==> src/vdp_pkg.sv <==
// Purpose: Shared constants, types and helpers for the valve driver pair SPI messages
// Assumes: 16-bit frames, most significant bit first, SPI mode 0
// Notes:   Both link ends and the host register map use these names
package vdp_pkg;

  localparam int          FRAME_BITS   = 16;
  localparam int          CNT_W        = 5;
  localparam logic [4:0]  FRAME_CNT    = 5'h10;

  // Frame field positions
  localparam int          POS_PARITY   = 15;
  localparam int          POS_FMSG     = 14;
  localparam int          POS_OC       = 13;
  localparam int          POS_OL       = 12;
  localparam int          POS_OT       = 11;
  localparam int          POS_VDS      = 10;
  localparam int          SEL_HI       = 14;
  localparam int          SEL_LO       = 10;
  localparam int          PAY_HI       = 9;
  localparam int          DUTY_LO      = 2;

  // Message selector codes
  localparam logic [4:0]  MSG_DRV_THREE = 5'h0C;
  localparam logic [4:0]  MSG_DRV_FOUR  = 5'h0D;

  // Odd parity: bit 15 makes the count of ones over bits 15..0 odd
  localparam logic        PARITY_ODD   = 1'b1;

  // Host register map (word index on the host's plain port)
  localparam logic [3:0]  REG_TX       = 4'h0;
  localparam logic [3:0]  REG_RX       = 4'h1;
  localparam logic [3:0]  REG_STATUS   = 4'h2;
  localparam logic [3:0]  REG_CTRL     = 4'h3;
  localparam logic [3:0]  REG_INTSTAT  = 4'h4;
  localparam logic [3:0]  REG_INTMASK  = 4'h5;

  // Interrupt / status / control bit positions
  localparam int          IRQ_DONE     = 0;
  localparam int          IRQ_FMSG     = 1;
  localparam int          IRQ_FAULT    = 2;
  localparam int          IRQ_BADRESP  = 3;
  localparam int          IRQ_W        = 4;
  localparam int          ST_BUSY      = 0;
  localparam int          CTRL_BADPAR  = 0;

  typedef enum logic [1:0] {SEL_NONE, SEL_THREE, SEL_FOUR} vdp_sel_e;

  typedef enum logic [2:0] {H_IDLE, H_SETUP, H_HIGH, H_LOW, H_GAP} vdp_hstate_e;

  function automatic logic vdp_parity(input logic [14:0] d);
    return PARITY_ODD ? ~(^d) : (^d);
  endfunction : vdp_parity

  function automatic vdp_sel_e vdp_decode(input logic [4:0] id);
    if (id == MSG_DRV_THREE) begin
      return SEL_THREE;
    end else if (id == MSG_DRV_FOUR) begin
      return SEL_FOUR;
    end
    return SEL_NONE;
  endfunction : vdp_decode

endpackage : vdp_pkg

==> src/vdp_spi_if.sv <==
// Purpose: SPI link between the host controller and the valve driver pair
// Assumes: Host drives the clock, select and data out; device drives its data out
// Notes:   The returned data line idles high while the device does not drive it
`timescale 1ns/1ns
`default_nettype none
interface vdp_spi_if;
  logic sck;      // Link clock from host
  logic csN;      // Frame select, active low
  logic mosi;     // Host to device data
  logic miso;     // Device to host data
  logic misoOe;   // Device drives miso
  logic misoLine; // Resolved level seen by the host

  assign misoLine = misoOe ? miso : 1'b1;

  modport device (input sck, input csN, input mosi, output miso, output misoOe);
  modport host   (output sck, output csN, output mosi, input misoLine);
endinterface : vdp_spi_if
`default_nettype wire

==> src/vdp_device_end.sv <==
// Purpose: Device end of the valve driver three/four SPI messages
// Assumes: Link pins asynchronous to clk_sys, sampled through two flip-flops
// Notes:   The reply in frame N answers the message of frame N-1
// Function
// - Selector 01100 addresses valve driver three
// - Selector 01101 addresses valve driver four
// - Bits 9..0 carry set point or duty
// - Regulation on: 10-bit current target taken
// - Host keeps duty at 0, 100, 10..90%
// - Duty mode: bits 9..2 used, 1..0 ignored
// - Parity checked, read bit 14 zero if valid
// - Read bit 14 set on bad parity
// - Read bit 13 reports overcurrent shutdown
// - Read bit 12 reports open load
// - Read bit 11 reports overtemperature shutdown
// - Read bit 10 drain voltage, information only
// - Regulation on, source 0: return target
// - Regulation on, source 1: return applied duty
// - Regulation off, source 0: duty, low bits 00
// - Regulation off, source 1: measured current
`timescale 1ns/1ns
`default_nettype none
module vdp_device_end
  import vdp_pkg::*;
(
  input  wire logic        clk_sys,                     // System clock
  input  wire logic        rst_n,                       // Sync reset, active low
  vdp_spi_if.device        spi,                         // SPI link
  input  wire logic        pairBRegulationOff,          // 1: duty-cycle mode
  input  wire logic        readbackSourceSelect,        // Readback source
  input  wire logic        drvThreeOvercurrent,         // Driver 3 overcurrent shutdown
  input  wire logic        drvThreeOpenLoad,            // Driver 3 open load
  input  wire logic        drvThreeOvertemp,            // Driver 3 overtemp shutdown
  input  wire logic        drvThreeDrainVoltageSeen,    // Driver 3 drain voltage flag
  input  wire logic        drvFourOvercurrent,          // Driver 4 overcurrent shutdown
  input  wire logic        drvFourOpenLoad,             // Driver 4 open load
  input  wire logic        drvFourOvertemp,             // Driver 4 overtemp shutdown
  input  wire logic        drvFourDrainVoltageSeen,     // Driver 4 drain voltage flag
  input  wire logic [7:0]  drvThreeAppliedDuty,         // Driver 3 regulator duty
  input  wire logic [7:0]  drvFourAppliedDuty,          // Driver 4 regulator duty
  input  wire logic [9:0]  drvThreeMeasuredCurrent,     // Driver 3 measured current
  input  wire logic [9:0]  drvFourMeasuredCurrent,      // Driver 4 measured current
  output logic      [9:0]  drvThreeCurrentTarget,       // Driver 3 current target
  output logic      [9:0]  drvFourCurrentTarget,        // Driver 4 current target
  output logic      [7:0]  drvThreeDuty,                // Driver 3 programmed duty
  output logic      [7:0]  drvFourDuty,                 // Driver 4 programmed duty
  output logic             drvThreeUpdate,              // Pulse: driver 3 written
  output logic             drvFourUpdate,               // Pulse: driver 4 written
  output logic             parityErrorSeen              // Last frame was bad
);

  typedef struct packed {
    logic [1:0]             sckSync;
    logic [1:0]             csSync;
    logic [1:0]             mosiSync;
    logic                   sckPrev;
    logic                   csPrev;
    logic [FRAME_BITS-1:0]  rxShift;
    logic [FRAME_BITS-1:0]  txShift;
    logic [CNT_W-1:0]       bitCnt;
    logic                   parityError;
    vdp_sel_e               lastSel;
    logic [1:0][9:0]        target;
    logic [1:0][7:0]        duty;
    logic [1:0]             update;
  } vdp_dev_s;

  vdp_dev_s st;
  vdp_dev_s next_st;

  logic [1:0][3:0]  faults;
  logic [1:0][7:0]  appliedDuty;
  logic [1:0][9:0]  measured;
  logic             sckRise;
  logic             sckFall;
  logic             csFall;
  logic             csRise;
  logic             frameOk;
  logic             replyIdx;
  logic [9:0]       replyPayload;
  logic [14:0]      replyBody;
  vdp_sel_e         rxSel;
  logic             rxIdx;

  // Flags ordered oc, open load, overtemp, drain voltage to match bits 13..10
  assign faults[0]      = {drvThreeOvercurrent, drvThreeOpenLoad,
                           drvThreeOvertemp, drvThreeDrainVoltageSeen};
  assign faults[1]      = {drvFourOvercurrent, drvFourOpenLoad,
                           drvFourOvertemp, drvFourDrainVoltageSeen};
  assign appliedDuty[0] = drvThreeAppliedDuty;
  assign appliedDuty[1] = drvFourAppliedDuty;
  assign measured[0]    = drvThreeMeasuredCurrent;
  assign measured[1]    = drvFourMeasuredCurrent;

  always_comb begin
    next_st      = st;
    sckRise      = st.sckSync[1] & ~st.sckPrev;
    sckFall      = ~st.sckSync[1] & st.sckPrev;
    csFall       = ~st.csSync[1] & st.csPrev;
    csRise       = st.csSync[1] & ~st.csPrev;
    replyIdx     = (st.lastSel == SEL_FOUR);
    replyPayload = 10'h000;
    replyBody    = 15'h0000;
    frameOk      = 1'b0;
    rxSel        = SEL_NONE;
    rxIdx        = 1'b0;

    next_st.sckSync  = {st.sckSync[0], spi.sck};
    next_st.csSync   = {st.csSync[0], spi.csN};
    next_st.mosiSync = {st.mosiSync[0], spi.mosi};
    next_st.sckPrev  = st.sckSync[1];
    next_st.csPrev   = st.csSync[1];
    next_st.update   = 2'b00;

    // Readback source depends on the shared mode bits of the pair
    case ({pairBRegulationOff, readbackSourceSelect})
      2'b00: begin
        replyPayload = st.target[replyIdx];
      end
      2'b01: begin
        replyPayload = {appliedDuty[replyIdx], 2'b00};
      end
      2'b10: begin
        replyPayload = {st.duty[replyIdx], 2'b00};
      end
      2'b11: begin
        replyPayload = measured[replyIdx];
      end
      default: begin
        replyPayload = 10'h000;
      end
    endcase

    // Unknown previous message: only the parity error flag is reported
    if (st.lastSel != SEL_NONE) begin
      replyBody[POS_OC]             = faults[replyIdx][3];
      replyBody[POS_OL]             = faults[replyIdx][2];
      replyBody[POS_OT]             = faults[replyIdx][1];
      replyBody[POS_VDS]            = faults[replyIdx][0];
      replyBody[PAY_HI:0]           = replyPayload;
    end
    replyBody[POS_FMSG - 1 + 1]     = st.parityError;

    if (csFall) begin
      // Fault flags are sampled once per frame so the reply stays coherent
      next_st.txShift = {vdp_parity(replyBody), replyBody};
      next_st.bitCnt  = '0;
    end else if (!st.csSync[1]) begin
      if (sckRise && (st.bitCnt != FRAME_CNT)) begin
        next_st.rxShift = {st.rxShift[FRAME_BITS-2:0], st.mosiSync[1]};
        next_st.bitCnt  = st.bitCnt + CNT_W'(1);
      end
      if (sckFall) begin
        next_st.txShift = {st.txShift[FRAME_BITS-2:0], 1'b0};
      end
    end

    if (csRise) begin
      // A short frame counts as a transmission error too; a long frame keeps its first 16 bits
      frameOk = (st.bitCnt == FRAME_CNT) &&
                (st.rxShift[POS_PARITY] == vdp_parity(st.rxShift[14:0]));
      rxSel   = vdp_decode(st.rxShift[SEL_HI:SEL_LO]);
      rxIdx   = (rxSel == SEL_FOUR);
      next_st.parityError = ~frameOk;
      next_st.lastSel     = frameOk ? rxSel : SEL_NONE;
      // Bad frames never touch the set points: a corrupted command must not drive a valve
      if (frameOk && (rxSel != SEL_NONE)) begin
        if (pairBRegulationOff) begin
          next_st.duty[rxIdx]   = st.rxShift[PAY_HI:DUTY_LO];
        end else begin
          next_st.target[rxIdx] = st.rxShift[PAY_HI:0];
        end
        next_st.update[rxIdx] = 1'b1;
      end
    end
  end

  always_ff @(posedge clk_sys) begin
    if (!rst_n) begin
      st         <= '0;
      st.csSync  <= 2'b11;
      st.csPrev  <= 1'b1;
      st.sckSync <= 2'b00;
      st.lastSel <= SEL_NONE;
    end else begin
      st <= next_st;
    end
  end

  // Drives only inside a frame so another device may share the line
  assign spi.miso              = st.txShift[FRAME_BITS-1];
  assign spi.misoOe            = ~st.csSync[1];
  assign drvThreeCurrentTarget = st.target[0];
  assign drvFourCurrentTarget  = st.target[1];
  assign drvThreeDuty          = st.duty[0];
  assign drvFourDuty           = st.duty[1];
  assign drvThreeUpdate        = st.update[0];
  assign drvFourUpdate         = st.update[1];
  assign parityErrorSeen       = st.parityError;

endmodule : vdp_device_end
`default_nettype wire

==> src/flat_wrapper.sv <==
// flat-port wrapper written by rule: the top's interface ports become plain ports
module vdp_device_end_flat import vdp_pkg::*;
  (clk_sys, rst_n, pairBRegulationOff, readbackSourceSelect, drvThreeOvercurrent, drvThreeOpenLoad, drvThreeOvertemp, drvThreeDrainVoltageSeen, drvFourOvercurrent, drvFourOpenLoad, drvFourOvertemp, drvFourDrainVoltageSeen, drvThreeAppliedDuty, drvFourAppliedDuty, drvThreeMeasuredCurrent, drvFourMeasuredCurrent, drvThreeCurrentTarget, drvFourCurrentTarget, drvThreeDuty, drvFourDuty, drvThreeUpdate, drvFourUpdate, parityErrorSeen, spi_sck, spi_csN, spi_mosi, spi_miso, spi_misoOe);
  vdp_spi_if spi_i ();
  input  wire logic clk_sys;
  input  wire logic rst_n;
  input  wire logic pairBRegulationOff;
  input  wire logic readbackSourceSelect;
  input  wire logic drvThreeOvercurrent;
  input  wire logic drvThreeOpenLoad;
  input  wire logic drvThreeOvertemp;
  input  wire logic drvThreeDrainVoltageSeen;
  input  wire logic drvFourOvercurrent;
  input  wire logic drvFourOpenLoad;
  input  wire logic drvFourOvertemp;
  input  wire logic drvFourDrainVoltageSeen;
  input  wire logic [7:0] drvThreeAppliedDuty;
  input  wire logic [7:0] drvFourAppliedDuty;
  input  wire logic [9:0] drvThreeMeasuredCurrent;
  input  wire logic [9:0] drvFourMeasuredCurrent;
  output logic      [9:0] drvThreeCurrentTarget;
  output logic      [9:0] drvFourCurrentTarget;
  output logic      [7:0] drvThreeDuty;
  output logic      [7:0] drvFourDuty;
  output logic drvThreeUpdate;
  output logic drvFourUpdate;
  output logic parityErrorSeen;
  input wire logic [$bits(spi_i.sck)-1:0] spi_sck;
  input wire logic [$bits(spi_i.csN)-1:0] spi_csN;
  input wire logic [$bits(spi_i.mosi)-1:0] spi_mosi;
  output wire logic [$bits(spi_i.miso)-1:0] spi_miso;
  output wire logic [$bits(spi_i.misoOe)-1:0] spi_misoOe;
  assign spi_i.sck = spi_sck;
  assign spi_i.csN = spi_csN;
  assign spi_i.mosi = spi_mosi;
  assign spi_miso = spi_i.miso;
  assign spi_misoOe = spi_i.misoOe;
  vdp_device_end u_core (.clk_sys(clk_sys), .rst_n(rst_n), .spi(spi_i), .pairBRegulationOff(pairBRegulationOff), .readbackSourceSelect(readbackSourceSelect), .drvThreeOvercurrent(drvThreeOvercurrent), .drvThreeOpenLoad(drvThreeOpenLoad), .drvThreeOvertemp(drvThreeOvertemp), .drvThreeDrainVoltageSeen(drvThreeDrainVoltageSeen), .drvFourOvercurrent(drvFourOvercurrent), .drvFourOpenLoad(drvFourOpenLoad), .drvFourOvertemp(drvFourOvertemp), .drvFourDrainVoltageSeen(drvFourDrainVoltageSeen), .drvThreeAppliedDuty(drvThreeAppliedDuty), .drvFourAppliedDuty(drvFourAppliedDuty), .drvThreeMeasuredCurrent(drvThreeMeasuredCurrent), .drvFourMeasuredCurrent(drvFourMeasuredCurrent), .drvThreeCurrentTarget(drvThreeCurrentTarget), .drvFourCurrentTarget(drvFourCurrentTarget), .drvThreeDuty(drvThreeDuty), .drvFourDuty(drvFourDuty), .drvThreeUpdate(drvThreeUpdate), .drvFourUpdate(drvFourUpdate), .parityErrorSeen(parityErrorSeen));
endmodule
==> config.mk <==
export PLATFORM = sky130hd
export DESIGN_NAME = vdp_device_end_flat
export DESIGN_NICKNAME = d
export VERILOG_FILES = /design/src/vdp_pkg.sv /design/src/vdp_spi_if.sv /design/src/vdp_device_end.sv /design/src/flat_wrapper.sv
export SDC_FILE = /design/constraint.sdc
export NUM_CORES = 1
export LEC_CHECK = 0
export ABC_AREA = 1
export BUFFER_PORTS_ARGS = -buffer_cell sky130_fd_sc_hd__clkbuf_2
export CORE_ASPECT_RATIO = 0.7
export CORE_UTILIZATION = 58
export CTS_BUF_LIST = sky130_fd_sc_hd__clkbuf_8
export DETAILED_ROUTE_END_ITERATION = 12
export PLACE_DENSITY = 0.81
export SKIP_LAST_GASP = 1
export SLEW_MARGIN = 20
export SYNTH_ARGS = -nofsm -noshare
export SYNTH_HDL_FRONTEND = slang
export SYNTH_SLANG_ARGS = --single-unit
export TNS_END_PERCENT = 5
==> constraint.sdc <==
create_clock -name clk_sys -period 2.3 [get_ports clk_sys]
set_input_delay 0.46 -clock clk_sys [delete_from_list [all_inputs] [get_ports clk_sys]]
set_output_delay 0.46 -clock clk_sys [all_outputs]
set_load 0.005 [all_outputs]
==> summary.txt <==
Layout
  • N_diodes: 0
  • Fill cells: 714
  • Util after Layout: 68.9%
  • Layout Cells excl Fill: 935
  • Combined area of the multi-input logic cells: 2430 um^2
  • Final instance area: 5580 um^2
  • FF/Latch Area: 1720 um^2
  • Layout area overhead: 12.0%
  • Share of cells above drive strength 1: 18.0%
  • Nets: 886

Timing
  • Setup TNS: 0 ps
  • Clk_skew: 11.2 ps
  • Hold WS: 284 ps
  • Max Fclk: 474 MHz
  • Final hold vios: 0
  • Fin crit period: 2110 ps
  • Transition time of the tightest slew-check pin: 451 ps
  • Max-slew headroom at the worst pin: 69.9%
  • Unrepaired setup endpoints after global routing: false
  • Max Slew Vio Count: 0
  • Final setup fails: 0
  • Fin crit share: 91.7%

Clock tree
  • Cts bufs inserted: 9
  • Clock root cell: clkbuf_8
  • TritonCTS clock tree: built
  • Maximum clock insertion buffer count: 2
  • # H-tree levels: 3
  • Hold_buf cts: 0
  • Clk slew on worst S/H paths: 90 ps
  • Clk Latency, worst-skew pair: 360 ps
  • CTS sink cnt: 86

Logic synthesis
  • Sequential share of the synthesized area: 34.5%
  • Syn Nets: 824
  • Async SR Flop Fraction: 0%
  • Cells after synthesis: 768
  • Top post-synthesis cells by area: dfxtp_1 (35%), nand2_1 (11%), inv_1 (8.1%)
  • Synth Register Bits: 86
  • Yosys warns: 0
  • Synthesized area: 4980 um^2
  • Largest area contributor in the netlist: dfxtp_1
  • EDFF count, synth: 0
  • Synth Flop Type: dfxtp_1
  • Share of the synthesized area in the top cell type: 34.5%
  • Synth cell types: 35
  • Syn_area_per_cell: 6.49 um^2

Setup path
  • Max Fanout on Critical Path: 38
  • WP data required: 2600 ps
  • CP arrival: 2410 ps
  • Critical Path Source Type: register
  • Reg2reg setup slack: 190 ps
  • Critical path class: register to register
  • CP Capture Type: register

Placed design
  • Placed Area: 5380 um^2
  • Number of port buffers: 91
  • Placed cell count: 920
  • Dpl hpwl: 9820 um
  • Final estimated routing congestion in global placement: 0.910

GRT
  • GRT Util Overall: 30.4%
  • Initial antenna violation count: 0
  • Global-route wire length before repair: 21400 um
  • Largest net degree at the start of global routing: 54
  • Vias in the first global route: 4611
  • Overflow after GRT: 0

Pwr
  • Leak Pwr: 0.00290 uW
  • Combinational share of power: 9.9%
  • Sw Pwr: 729 uW
  • Seq pwr share: 53.1%
  • Clock Power Share: 37.0%
  • Max VDD drop: 0.000458 V
  • PD cells: 513 nW/um^2
  • Switching part of the total: 25.4%
  • Int Pwr: 2140 uW

Die
  • IO Count: 92
  • Die area: 8980 um^2
  • Starting Density: 61.5%
  • Rows: 27
  • Die Wd: 113 um
  • Core area: 8110 um^2
  • Chip Height: 79.6 um

Status
  • Status: finished clean

Route
  • Drt first pass iters: 6
  • DRC: 0
  • Initial DRC Count: 437
  • Drt wl/cell: 14.3 um
  • Detailed-route wire length: 13400 um
  • Final ANT Viol Nets: 0
  • Via count: 5102
  • Via density: 5.46

Min path
  • Hold crit path type: primary input to register

Job
  • Max-Cap Viols: 0
## worst max-delay path, stage by stage (launching register included)
cell and delay, ps:
dfxtp_1 430, inv_1 100, nand2_2 160, buf_12 220, nand2_1 70, nand3_1 120
nand2_1 120, nand2_1 100, nor2_1 50, nor2_1 170, nand3_1 90, nand2_1 70
nand2_1 60, nand3_1 70, nand3_1 80, a21oi_1 120
## logic make-up after synthesis
kind of cell | after synthesis | share of synthesized area, %
compound gates | 131 | 13.6
xor+xnor | 14 | 2.91
fa+ha+maj | 5 | 1.26
buf+inv | 177 | 16.9
flops | 86 | 34.5
simple gates | 355 | 30.8
## layout make-up
cell class | count | share of cell area (%)
Clock buffer | 10 | 2.47
Timing Repair Buffer | 116 | 12.2
Sequential cell | 86 | 30.8
Multi-Input combinational cell | 505 | 43.6
Inverter | 112 | 7.71
Clock inverter | 5 | 0.941
Tap cell | 101 | 2.26
## state kept, by name (all words and copies together), names as in the netlist
| register | count |
|---|---|
| u_core.st | 41 |
| u_core.drvFourCurrentTarget | 10 |
| u_core.drvThreeCurrentTarget | 10 |
| u_core.drvFourDuty | 8 |
| u_core.drvThreeDuty | 8 |
| u_core.next_st | 5 |
| u_core.drvFourUpdate | 1 |
| u_core.drvThreeUpdate | 1 |
| u_core.parityErrorSeen | 1 |
| u_core.spi.miso | 1 |
## power groups by stage
stage / logic, uW / clock network [uW] / registers [uW]
after floorplan: 177 / 0 / 1550
after global placement: 269 / 0 / 1550
after detailed placement: 278 / 0 / 1560
after CTS: 280 / 1060 / 1520
after global routing: 319 / 1120 / 1520
final: 285 / 1060 / 1520
## layer usage
layer	share of wire [%]	wire length (um)	global-route usage, %	vias to the layer above
li1	-	-	-	2525
met1	44	5930	39.9	2314
met2	44	5930	48.7	225
met3	8.7	1160	6.68	38
met4	2.8	372	12.1	0
met5	0	0	0	-
## placed cells by master, fill, tap and decap left out, drive strengths merged
cell      instances
bufinv            1
clkbuf          101
inv             111
a21oi            50
nor3b             1
and3              1
nand2           150
nand4            11
buf              25
nor3              3
xnor2            10
o2111a            1
clkinvlp          2
a31oi             1
nand3            81
nor2            102
ha                5
dfxtp            86
xor2              4
nor4              1
o21ai            73
o211ai            6
or2               3
clkinv            3
nand3b            2
## through the flow
stage	setup slack, ps	total power, uW
5_1_grt	0.979	2970
2_1_floorplan	440	1730
6_report	191	2870
3_3_place_gp	217	1820
3_5_place_dp	122	1830
4_1_cts	101	2860
## worst paths after layout
kind | cells past startpoint | from | to
worst max-delay path | 15 | u_core.st[38] | u_core.spi.miso
worst min-delay path | 3 | spi_mosi | u_core.next_st[81]
worst max register to register | 15 | u_core.st[38] | u_core.spi.miso
worst min register to register | 1 | u_core.next_st[83] | u_core.next_st[78]
## timing repair
item,CTS,global route
setup endpoints to repair,0,10
gates resized for setup,0,2
setup buffers,0,0
## cells in the mapped netlist, drive strengths merged, types with 2 or more instances
| cell | count |
|---|---|
| nand3b | 2 |
| nor3 | 3 |
| ha | 5 |
| nand4 | 11 |
| buf | 48 |
| inv | 109 |
| clkbuf | 17 |
| a21oi | 50 |
| clkinv | 3 |
| nand3 | 81 |
| xor2 | 4 |
| nand2 | 150 |
| xnor2 | 10 |
| o21ai | 73 |
| o211ai | 6 |
| nor2 | 102 |
| or2 | 3 |
| dfxtp | 86 |
Note: power is estimated with default switching activity, not from simulation.
